--- src/hw/ctec_pkg.sv ---
/*
 Package for the charge/time edge control block: register addresses,
 field positions, reset values and the small carrier types.
 Assumes an 8-bit register port with one-cycle read latency.
*/
package ctec_pkg;
   localparam int ADDR_W = 3;
   localparam int DATA_W = 8;
   // Register addresses
   localparam logic [2:0] ADDR_LOW_CTRL = 3'h0;
   localparam logic [2:0] ADDR_HIGH_CTRL = 3'h1;
   localparam logic [2:0] ADDR_CUR_CTRL = 3'h2;
   localparam logic [2:0] ADDR_FLAG_THREE = 3'h3;
   localparam logic [2:0] ADDR_ENABLE_THREE = 3'h4;
   // Low control register fields
   localparam int LC_FLAG1 = 0;
   localparam int LC_FLAG2 = 1;
   localparam int LC_SEL1_LO = 2;
   localparam int LC_POL1 = 4;
   localparam int LC_SEL2_LO = 5;
   localparam int LC_POL2 = 7;
   // High control register fields
   localparam int HC_DISCHARGE = 1;
   localparam int HC_ORDER = 2;
   localparam int HC_EDGES_PASS = 3;
   localparam int HC_DELAY_MODE = 4;
   localparam int HC_UNIT_EN = 7;
   localparam logic [7:0] HC_WRITABLE = 8'h9e;
   // Current control fields
   localparam int CC_RANGE_LO = 0;
   localparam int CC_TRIM_LO = 2;
   localparam logic [1:0] RANGE_LOWEST = 2'h1;
   // Flag and enable register three
   localparam int F3_EVENT = 2;
   localparam logic [7:0] REG_RESET = 8'h00;
   localparam logic [7:0] READ_ZERO = 8'h00;
   // Source selector codes
   localparam logic [1:0] SRC_PIN_ONE = 2'h0;
   localparam logic [1:0] SRC_PIN_TWO = 2'h1;
   localparam logic [1:0] SRC_TIMER = 2'h2;
   localparam logic [1:0] SRC_COMPARE = 2'h3;

   typedef struct packed {
      logic pin_one;
      logic pin_two;
      logic timer;
      logic compare;
   } ctec_sources_t;

   typedef struct packed {
      logic [1:0] sel;
      logic pol;
   } ctec_chan_cfg_t;

   typedef struct packed {
      logic source_on;
      logic discharge;
      logic delay_mode;
      logic unit_on;
      logic [1:0] range;
      logic signed [5:0] trim;
   } ctec_analog_t;
endpackage

--- src/hw/ctec_edge_channel.sv ---
/*
 One level-sensitive edge channel: picks a source, applies polarity
 and reports whether the channel is asserted now.
 Assumes source levels synchronous to the clock.
*/
`timescale 1ns/1ps
module ctec_edge_channel (
   input wire ctec_pkg::ctec_sources_t src, // Candidate sources
   input wire ctec_pkg::ctec_chan_cfg_t cfg, // Select and polarity
   input wire logic pass, // Edges passed through
   output wire logic active // Channel asserted
);
   wire logic picked;
   assign picked = (cfg.sel == ctec_pkg::SRC_PIN_ONE) ? src.pin_one :
                   (cfg.sel == ctec_pkg::SRC_PIN_TWO) ? src.pin_two :
                   (cfg.sel == ctec_pkg::SRC_TIMER) ? src.timer :
                   src.compare;
   // Polarity low: channel asserts on the low level
   assign active = pass & (cfg.pol ? picked : ~picked);
endmodule

--- src/hw/ctec_top.sv ---
/*
 Charge/time edge control: edge status flags, current source gating,
 event flag and interrupt request, configuration register decode.
 Assumes a register port strobed synchronously to SYS_CLK and edge
 sources already synchronous to SYS_CLK.
*/
`timescale 1ns/1ps
module ctec_top (
   input wire logic SYS_CLK, // System clock, 125 MHz
   input wire logic RESET, // Synchronous reset, high
   input wire logic [2:0] ADDR, // Register address
   input wire logic [7:0] WDATA, // Write data
   input wire logic WR, // Write strobe
   input wire logic RD, // Read strobe
   output logic [7:0] RDATA, // Read data, cycle after RD
   input wire logic EDGE_PIN_ONE, // Edge pin one
   input wire logic EDGE_PIN_TWO, // Edge pin two
   input wire logic TIMER_OUT, // Timer edge source
   input wire logic COMPARE_OUT, // Compare edge source
   output logic SOURCE_ON, // Current source enable
   output logic DISCHARGE, // Discharge attached circuit
   output logic DELAY_MODE, // Delay generation mode
   output logic UNIT_ON, // Analog unit enabled
   output logic [1:0] CURRENT_RANGE, // Current range index
   output logic signed [5:0] CURRENT_TRIM, // Signed trim
   output logic RANGE_LOWEST, // Lowest range selected
   output logic IRQ // Interrupt request
);
   logic [7:0] low_r;
   logic [7:0] high_r;
   logic [7:0] cur_r;
   logic event_r;
   logic event_en_r;
   logic src_on_r;
   logic [7:0] rdata_r;
   logic [7:0] low_nxt;
   logic event_nxt;

   wire logic wr_low;
   wire logic wr_high;
   wire logic wr_cur;
   wire logic wr_flag;
   wire logic wr_en;
   wire logic unit_en;
   wire logic pass;
   wire logic order_en;
   wire logic act1;
   wire logic act2;
   wire logic flag1;
   wire logic flag2;
   wire logic set1;
   wire logic set2;
   wire logic src_on_now;
   wire logic [7:0] rd_mux;
   wire ctec_pkg::ctec_sources_t srcs;
   wire ctec_pkg::ctec_chan_cfg_t cfg1;
   wire ctec_pkg::ctec_chan_cfg_t cfg2;
   wire logic [1:0] range_w;
   wire logic signed [5:0] trim_w;
   wire logic lowest_w;

   assign wr_low = WR & (ADDR == ctec_pkg::ADDR_LOW_CTRL);
   assign wr_high = WR & (ADDR == ctec_pkg::ADDR_HIGH_CTRL);
   assign wr_cur = WR & (ADDR == ctec_pkg::ADDR_CUR_CTRL);
   assign wr_flag = WR & (ADDR == ctec_pkg::ADDR_FLAG_THREE);
   assign wr_en = WR & (ADDR == ctec_pkg::ADDR_ENABLE_THREE);

   assign unit_en = high_r[ctec_pkg::HC_UNIT_EN];
   assign pass = unit_en & high_r[ctec_pkg::HC_EDGES_PASS];
   assign order_en = high_r[ctec_pkg::HC_ORDER];

   assign srcs = '{pin_one: EDGE_PIN_ONE, pin_two: EDGE_PIN_TWO,
                   timer: TIMER_OUT, compare: COMPARE_OUT};
   // Channel config seen by hardware follows a write at once
   assign cfg1 = wr_low ?
      '{sel: WDATA[ctec_pkg::LC_SEL1_LO +: 2], pol: WDATA[ctec_pkg::LC_POL1]} :
      '{sel: low_r[ctec_pkg::LC_SEL1_LO +: 2], pol: low_r[ctec_pkg::LC_POL1]};
   assign cfg2 = wr_low ?
      '{sel: WDATA[ctec_pkg::LC_SEL2_LO +: 2], pol: WDATA[ctec_pkg::LC_POL2]} :
      '{sel: low_r[ctec_pkg::LC_SEL2_LO +: 2], pol: low_r[ctec_pkg::LC_POL2]};

   ctec_edge_channel u_ch1 (
      .src(srcs),
      .cfg(cfg1),
      .pass(pass),
      .active(act1)
   );

   ctec_edge_channel u_ch2 (
      .src(srcs),
      .cfg(cfg2),
      .pass(pass),
      .active(act2)
   );

   ctec_trim_decode u_trim (
      .cur_ctrl(cur_r),
      .range(range_w),
      .trim(trim_w),
      .range_lowest(lowest_w),
      .range_valid()
   );

   assign flag1 = low_r[ctec_pkg::LC_FLAG1];
   assign flag2 = low_r[ctec_pkg::LC_FLAG2];
   // Hardware set of each flag; edge two waits for edge one when ordered
   assign set1 = act1;
   assign set2 = act2 & (~order_en | flag1);

   // Software write stores fields; hardware set wins over a clear
   always_comb begin
      low_nxt = wr_low ? WDATA : low_r;
      low_nxt[ctec_pkg::LC_FLAG1] = low_nxt[ctec_pkg::LC_FLAG1] | set1;
      low_nxt[ctec_pkg::LC_FLAG2] = low_nxt[ctec_pkg::LC_FLAG2] | set2;
   end

   assign src_on_now = unit_en & (flag1 ^ flag2);

   always_comb begin
      event_nxt = event_r;
      if (wr_flag) begin
         event_nxt = WDATA[ctec_pkg::F3_EVENT];
      end
      if (src_on_r & ~src_on_now) begin
         event_nxt = 1'b1;
      end
   end

   assign rd_mux = (ADDR == ctec_pkg::ADDR_LOW_CTRL) ? low_r :
                   (ADDR == ctec_pkg::ADDR_HIGH_CTRL) ? high_r :
                   (ADDR == ctec_pkg::ADDR_CUR_CTRL) ? cur_r :
                   (ADDR == ctec_pkg::ADDR_FLAG_THREE) ?
                      (8'(event_r) << ctec_pkg::F3_EVENT) :
                   (ADDR == ctec_pkg::ADDR_ENABLE_THREE) ?
                      (8'(event_en_r) << ctec_pkg::F3_EVENT) :
                   ctec_pkg::READ_ZERO;

   always_ff @(posedge SYS_CLK) begin
      if (RESET) begin
         low_r <= ctec_pkg::REG_RESET;
         high_r <= ctec_pkg::REG_RESET;
         cur_r <= ctec_pkg::REG_RESET;
         event_r <= 1'b0;
         event_en_r <= 1'b0;
         src_on_r <= 1'b0;
         rdata_r <= ctec_pkg::READ_ZERO;
      end else begin
         low_r <= low_nxt;
         if (wr_high) begin
            high_r <= WDATA & ctec_pkg::HC_WRITABLE;
         end
         if (wr_cur) begin
            cur_r <= WDATA;
         end
         if (wr_en) begin
            event_en_r <= WDATA[ctec_pkg::F3_EVENT];
         end
         event_r <= event_nxt;
         src_on_r <= src_on_now;
         rdata_r <= RD ? rd_mux : ctec_pkg::READ_ZERO;
      end
   end

   assign RDATA = rdata_r;
   assign SOURCE_ON = src_on_r;
   assign DISCHARGE = unit_en & high_r[ctec_pkg::HC_DISCHARGE];
   assign DELAY_MODE = high_r[ctec_pkg::HC_DELAY_MODE];
   assign UNIT_ON = unit_en;
   assign CURRENT_RANGE = range_w;
   assign CURRENT_TRIM = trim_w;
   assign RANGE_LOWEST = lowest_w;
   assign IRQ = event_r & event_en_r;
endmodule

--- src/hw/ctec_trim_decode.sv ---
/*
 Current trim and range decode toward the analog current source.
 Assumes the analog side takes a signed step count and a range index.
*/
`timescale 1ns/1ps
module ctec_trim_decode (
   input wire logic [7:0] cur_ctrl, // Current control register
   output wire logic [1:0] range, // Range index, 1 is lowest
   output wire logic signed [5:0] trim, // Signed trim steps
   output wire logic range_lowest, // Lowest range selected
   output wire logic range_valid // Range field not zero
);
   assign range = cur_ctrl[ctec_pkg::CC_RANGE_LO +: 2];
   assign range_lowest = (range == ctec_pkg::RANGE_LOWEST);
   assign range_valid = (range != 2'h0);
   // Two's complement: 0 neutral, 1f max up, 20 max down
   assign trim = $signed(cur_ctrl[ctec_pkg::CC_TRIM_LO +: 6]);
endmodule

--- config.mk ---
export PLATFORM = sky130hd
export DESIGN_NAME = ctec_top
export DESIGN_NICKNAME = d
export VERILOG_FILES = /design/src/hw/ctec_pkg.sv /design/src/hw/ctec_edge_channel.sv /design/src/hw/ctec_top.sv /design/src/hw/ctec_trim_decode.sv
export SDC_FILE = /design/constraint.sdc
export NUM_CORES = 1
export LEC_CHECK = 0
export ABC_AREA = 1
export BUFFER_PORTS_ARGS = -buffer_cell sky130_fd_sc_hd__buf_2
export CORE_ASPECT_RATIO = 0.6
export CORE_UTILIZATION = 42
export CTS_CLUSTER_SIZE = 28
export DETAILED_ROUTE_END_ITERATION = 8
export PLACE_DENSITY = 0.66
export SETUP_SLACK_MARGIN = 0.15
export SYNTH_ARGS = -nofsm -noshare
export SYNTH_HDL_FRONTEND = slang
export SYNTH_SLANG_ARGS = --single-unit
export TNS_END_PERCENT = 20
--- constraint.sdc ---
create_clock -name SYS_CLK -period 1.5 [get_ports SYS_CLK]
set_clock_uncertainty 0.15 [all_clocks]
set_input_delay 0.075 -clock SYS_CLK [delete_from_list [all_inputs] [get_ports SYS_CLK]]
set_output_delay 0.075 -clock SYS_CLK [all_outputs]
set_load 0.01 [all_outputs]
# Yosys cells after proc, flatten, opt, wreduce, memory -nomap -nowiden
# Index checks and enable logic that the tools add are counted.
[word_totals]
register_bits = 32
ram_bits = 0
rom_bits = 0
elab_cells = 62
latch_bits = 0
memories = 0
input_bits = 19
[op_classes]
n_mux = 18
n_addsub = 0
n_shift = 0
multipliers = 0
bitwise_logic = 22
order_cmp = 0
div = 0
eq_ne = 9
n_reduce_logical = 5
[op_table]
columns = ["operator", "count"]
rows = [
  ["two-way mux 8 bit", 3],
  ["bitwise AND 1 bit", 13],
  ["two-way mux 3 bit", 4],
  ["two-way mux 1 bit", 10],
  ["== test 2 x 1 -> 1 bit, second input constant", 3],
  ["== test 3 x 2 -> 1 bit, second input constant", 2],
  ["inverter 1 bit", 5],
  ["== test 2 bit, second input constant", 2],
  ["logical NOT 2 bit", 2],
  ["== test 3 x 1 -> 1 bit, second input constant", 1],
  ["== test 3 bit, second input constant", 1],
  ["logical NOT 3 bit", 1],
  ["bitwise OR 1 bit", 3],
  ["two-way mux 2 bit", 1],
  ["nonzero test 2 bit", 1],
  ["OR reduction 2 bit", 1],
  ["bitwise XOR 1 bit", 1],
]

# Depth between registers and ports, before layout
[logic_depth]
word_depth = 12
depth_mapped = 10
mapped_depth_nobuf = 10

# Cells and area by module
# A second synthesis with hierarchy kept.
[hier_totals]
hier_cells = 227
area_unflattened_um2 = 1611.5
[modules_own_cells]
columns = ["mod", "area_per_inst_um2", "n_inst", "cells_per_inst"]
rows = [
  ["ctec_top", 1393.8, 1, 189],
  ["ctec_edge_channel", 71.3, 2, 13],
  ["ctec_trim_decode", 75.1, 1, 12],
]

# Worst setup path before layout
# No wires, ideal clock.
[synth_timing]
path_kind = "input to register"
start = "in ADDR[0]"
end = "reg low_r[1]"
arrival_ps = 935
path_buffers = 1
path_slack_ps = 283
setup_time_ps = 132
path_stages = 9
cell_sequence = "nor2_4 -> nand3_4 -> buf_6 -> o21ai_2 -> nand3_1 -> nand2_1 -> nand2_1 -> nand3_1 -> a21oi_1"
[synth_via]
elab_chain_cells = 12
elab_cells_between_ends = 15
classes_between = "eq/ne (2); mux (6); bitwise (5); reduce/logical (2)"
[synth_rtl]
columns = ["element", "line", "text"]
rows = [
  ["start, declared", "ctec_top.sv:11", "input wire logic [2:0] ADDR,"],
  ["logical NOT 3 bit (*)", "ctec_top.sv:62", "assign wr_low = WR & (ADDR == ctec_pkg::ADDR_LOW_CTRL);"],
  ["bitwise AND 1 bit (*)", "ctec_top.sv:62", ""],
  ["two-way mux 3 bit", "ctec_top.sv:78", "assign cfg2 = wr_low ?"],
  ["== test 2 bit", "ctec_edge_channel.sv:16", "(cfg.sel == ctec_pkg::SRC_TIMER) ? src.timer :"],
  ["two-way mux 1 bit", "ctec_edge_channel.sv:16", ""],
  ["two-way mux 1 bit", "ctec_edge_channel.sv:15", "(cfg.sel == ctec_pkg::SRC_PIN_TWO) ? src.pin_two :"],
  ["two-way mux 1 bit", "ctec_edge_channel.sv:14", "assign picked = (cfg.sel == ctec_pkg::SRC_PIN_ONE) ? src.pin_one :"],
  ["inverter 1 bit", "ctec_edge_channel.sv:19", "assign active = pass & (cfg.pol ? picked : ~picked);"],
  ["two-way mux 1 bit", "ctec_edge_channel.sv:19", ""],
  ["bitwise AND 1 bit", "ctec_edge_channel.sv:19", ""],
  ["bitwise AND 1 bit", "ctec_top.sv:108", "assign set2 = act2 & (~order_en | flag1);"],
  ["bitwise OR 1 bit (*)", "ctec_top.sv:114", "low_nxt[ctec_pkg::LC_FLAG2] = low_nxt[ctec_pkg::LC_FLAG2] | set2;"],
  ["end signal, assigned", "ctec_top.sv:140", "low_r <= ctec_pkg::REG_RESET;"],
  ["end signal, assigned", "ctec_top.sv:148", "low_r <= low_nxt;"],
  ["end, declared", "ctec_top.sv:29", "logic [7:0] low_r;"],
]
# Every way passes the cells marked *; elsewhere a longest branch is shown, timed or not.
# A chain may end at the register's enable or synchronous reset.

# Final worst setup path
[layout_timing]
start = "in WDATA[6]"
end = "reg low_r[1]"
[layout_via]
elab_chain_cells = 10
elab_cells_between_ends = 12
classes_between = "eq/ne (2); mux (5); bitwise (4); reduce/logical (1)"
[layout_rtl]
columns = ["element", "line", "text"]
rows = [
  ["start, declared", "ctec_top.sv:12", "input wire logic [7:0] WDATA,"],
  ["two-way mux 3 bit (*)", "ctec_top.sv:78", ""],
  ["== test 2 bit", "ctec_edge_channel.sv:16", ""],
  ["two-way mux 1 bit", "ctec_edge_channel.sv:16", ""],
  ["two-way mux 1 bit", "ctec_edge_channel.sv:15", ""],
  ["two-way mux 1 bit (*)", "ctec_edge_channel.sv:14", ""],
  ["inverter 1 bit", "ctec_edge_channel.sv:19", ""],
  ["two-way mux 1 bit (*)", "ctec_edge_channel.sv:19", ""],
  ["bitwise AND 1 bit (*)", "ctec_edge_channel.sv:19", ""],
  ["bitwise AND 1 bit (*)", "ctec_top.sv:108", ""],
  ["bitwise OR 1 bit (*)", "ctec_top.sv:114", ""],
]
# Marks and branches as above.

==> results.sh <==
export IMPL_drtIter0Drc=86
export IMPL_die_area_um2=3920
export IMPL_reg2regPathDepth=9
export IMPL_cts_path_max_buffers=2
export IMPL_final_min_period_over_clock_period=0.857
export IMPL_grt_use_total=0.233
export IMPL_cts_sinks=32
export IMPL_synth_enable_flop_cells=0
export IMPL_netlist_cell_type_count=27
export IMPL_holdCritPathClass="in2reg"
export IMPL_post_dp_cell_area_um2=1820
export IMPL_ys_seq_elements=32
export IMPL_r2r_end="low_r[1]$_SDFF_PP0_"
export IMPL_end_kind="register"
export IMPL_synthesis_area_per_instance_um2=7.23
export IMPL_outcome="completed"
export IMPL_slew_violations=0
export IMPL_cellPowerDensity_nw_per_um2=981
export IMPL_initial_core_utilization=0.455
export IMPL_antennaDiodeCount=0
export IMPL_post_synth_instance_area_um2=1540
export IMPL_dpl_worst_slack_ns=-0.0327
export IMPL_postSynthCellCount=213
export IMPL_seq_power_share=0.434
export IMPL_grt_setup_unrepaired="false"
export IMPL_worst_pin_slew_ns=0.395
export IMPL_grt_overflow=0
export IMPL_netSwitchingFraction=0.238
export IMPL_layout_area_overhead_vs_synth_pct=35.5
export IMPL_layout_min_cycle_time_ns=1.29
export IMPL_synthFlopType="dfxtp_1"
export IMPL_finish_instance_area_um2=2090
export IMPL_cp_start_kind="primary input"
export IMPL_pwr_share_comb=0.119
export IMPL_postLayoutSetupSlackWorst_ns=0.215
export IMPL_power_switching_uw=487
export IMPL_finalSetupViolations=0
export IMPL_row_count=16
export IMPL_floorplan_die_height_um=48.9
export IMPL_r2r_start="low_r[5]$_SDFFE_PP0N_"
export IMPL_slew_headroom=0.736
export IMPL_core_area_um2=3380
export IMPL_clkTransAtPathRegs_ns=0.07
export IMPL_hold_depth=3
export IMPL_grt_start_max_net_pins=13
export IMPL_insertion_delay_ns=0.29
export IMPL_timing_setup_tns_ns=0
export IMPL_antenna_violations_before_repair=0
export IMPL_internal_power_mw=1.56
export IMPL_syn_num_nets=232
export IMPL_beginning_of_the_worst_hold_path="ADDR[2]"
export IMPL_route_vias_total=1595
export IMPL_maxCapViolCount=0
export IMPL_async_reset_ff_frac=0
export IMPL_die_w_um=80.1
export IMPL_viasPerCell=4.95
export IMPL_vdd_ir_drop_worst_mv=0.562
export IMPL_standby_leakage_power_nw=0.997
export IMPL_ratio_of_cells_with_drive_above_1_in_the_final_layout=0.271
export IMPL_pwr_share_clk=0.447
export IMPL_drt_wirelength_um=4270
export IMPL_power_total_mw=2.05
export IMPL_drt_wirelength_per_cell_um=13.2
export IMPL_critPathArrivalTime_ns=1.30
export IMPL_finalHoldViolations=0
export IMPL_detailedRoute_firstPassIterationCount=4
export IMPL_detailed_place_hpwl_um=3260
export IMPL_max_freq_mhz=778
export IMPL_mostFrequentLayoutCells="buf_2 (40), dfxtp_1 (31), inv_1 (31)"
export IMPL_yosysSeqAreaShare=0.416
export IMPL_crit_required_ns=1.51
export IMPL_gp_congestion=0.883
export IMPL_cts_buffers=5
export IMPL_clk_root_buffer_cell="clkbuf_8"
export IMPL_highest_fanout_seen_on_the_critical_path=3
export IMPL_grt_first_pass_wirelength_um=6910
export IMPL_final_common_cell="buf_2"
export IMPL_design_portCount=41
export IMPL_yosys_warnings=0
export IMPL_layout_nets=295
export IMPL_hold_end="event_en_r$_SDFFE_PP0P_"
export IMPL_ctsHtreeMaxLevel=2
export IMPL_rrSetupSlack_ns=0.26
export IMPL_route_antenna_remaining_nets=0
export IMPL_buffer_ports_inserted=40
export IMPL_remaining_drc_errors=0
export IMPL_first_global_vias=1445
export IMPL_criticalPathCategory="in2reg"
export IMPL_cts_tree="yes"
kinds of logic (layout without fill, tap and decap cells):
logic type | count (synthesis) | in the layout | share of synthesized area
mux | 1 | 1 | 0.00650
compound gates | 47 | 47 | 0.169
buf+inv | 38 | 102 | 0.0992
flops | 32 | 32 | 0.416
simple gates | 95 | 95 | 0.309
worst max-delay path: stages:
cell and delay [ns]:
dlygate4sd3_1 0.53, buf_2 0.15, o21ai_2 0.15, nand3_1 0.12, nand2_1 0.08, nand2_1 0.05, nand3_1 0.08, a21oi_2 0.06
power by group through the flow:
| stage | Sequential [mW] | Combinational, mW | Clock [mW] |
|---|---|---|---|
| after floorplan | 0.909 | 0.121 | 0 |
| after global placement | 0.907 | 0.211 | 0 |
| after detailed placement | 0.907 | 0.215 | 0 |
| after CTS | 0.888 | 0.240 | 0.914 |
| after global routing | 0.890 | 0.270 | 0.964 |
| final | 0.888 | 0.245 | 0.914 |
routing by layer:
metal	vias up	wire, µm	share of wire	track usage
met1	699	2110	0.49	0.336
met2	61	1790	0.42	0.348
met5	-	0	0	0
li1	828	-	-	-
met3	7	333	0.078	0.0617
met4	0	34	0.0080	0.0536
cell usage after synthesis (2+ instances only):
cell type / count / share of area
nor2_2: 2 / 0.0081
a21oi_1: 19 / 0.062
nor2_4: 2 / 0.015
clkbuf_1: 2 / 0.0049
inv_1: 31 / 0.076
o21ai_2: 3 / 0.017
a221oi_1: 3 / 0.017
nand3_1: 23 / 0.075
nand4_1: 5 / 0.020
nor2_1: 23 / 0.056
dfxtp_1: 32 / 0.42
nand2_2: 3 / 0.012
nand2_1: 29 / 0.071
o21ai_0: 19 / 0.062
buf_2: 2 / 0.0065
nand3b_1: 3 / 0.015
inv_2: 2 / 0.0049
what timing repair did:
action,in CTS,in global routing
gates resized for setup,0,2
endpoints found under the setup margin,0,2
buffers inserted,0,2
hold endpoints to repair,22,0
hold buffers,12,0
area by class of cell:
type | count | area, µm²
clock buffers | 7 | 96.3
clock inverters | 1 | 30.0
flip-flops and latches | 32 | 642
multi-input cells | 143 | 749
well taps | 45 | 56.3
repair buffers | 61 | 388
inverters | 33 | 124
fillers | 322 | 1300
through the flow:
| step | hold WS [ns] | util | cells |
|---|---|---|---|
| floorplan | 0.0540 | - | 213 |
| global placement | 0.174 | 0.538 | 300 |
| detailed placement | 0.164 | 0.538 | 300 |
| CTS | 0.000925 | 0.611 | 320 |
| global route | 0.0166 | 0.616 | 322 |
| finish | 0.00456 | 0.616 | 322 |
worst max path at each step:
| stage | cells past startpoint | startpoint | slack, ns | endpoint |
|---|---|---|---|---|
| after floorplan | 9 | ADDR[0] | 0.28 | low_r[1]$_SDFF_PP0_ |
| after global placement | 9 | ADDR[0] | 0.02 | low_r[0]$_SDFF_PP0_ |
| after detailed placement | 9 | ADDR[0] | -0.03 | low_r[1]$_SDFF_PP0_ |
| after CTS | 8 | WDATA[6] | 0.23 | low_r[1]$_SDFF_PP0_ |
| after global routing | 8 | WDATA[6] | 0.15 | low_r[1]$_SDFF_PP0_ |
| final | 8 | WDATA[6] | 0.21 | low_r[1]$_SDFF_PP0_ |
flip-flops by register name (all words and copies together), names as in the netlist:
name	cells
RDATA	8
cur_r	8
low_r	8
event_r	1
event_en_r	1
SOURCE_ON	1
high_r	5
(Power assumes the default switching activity.)
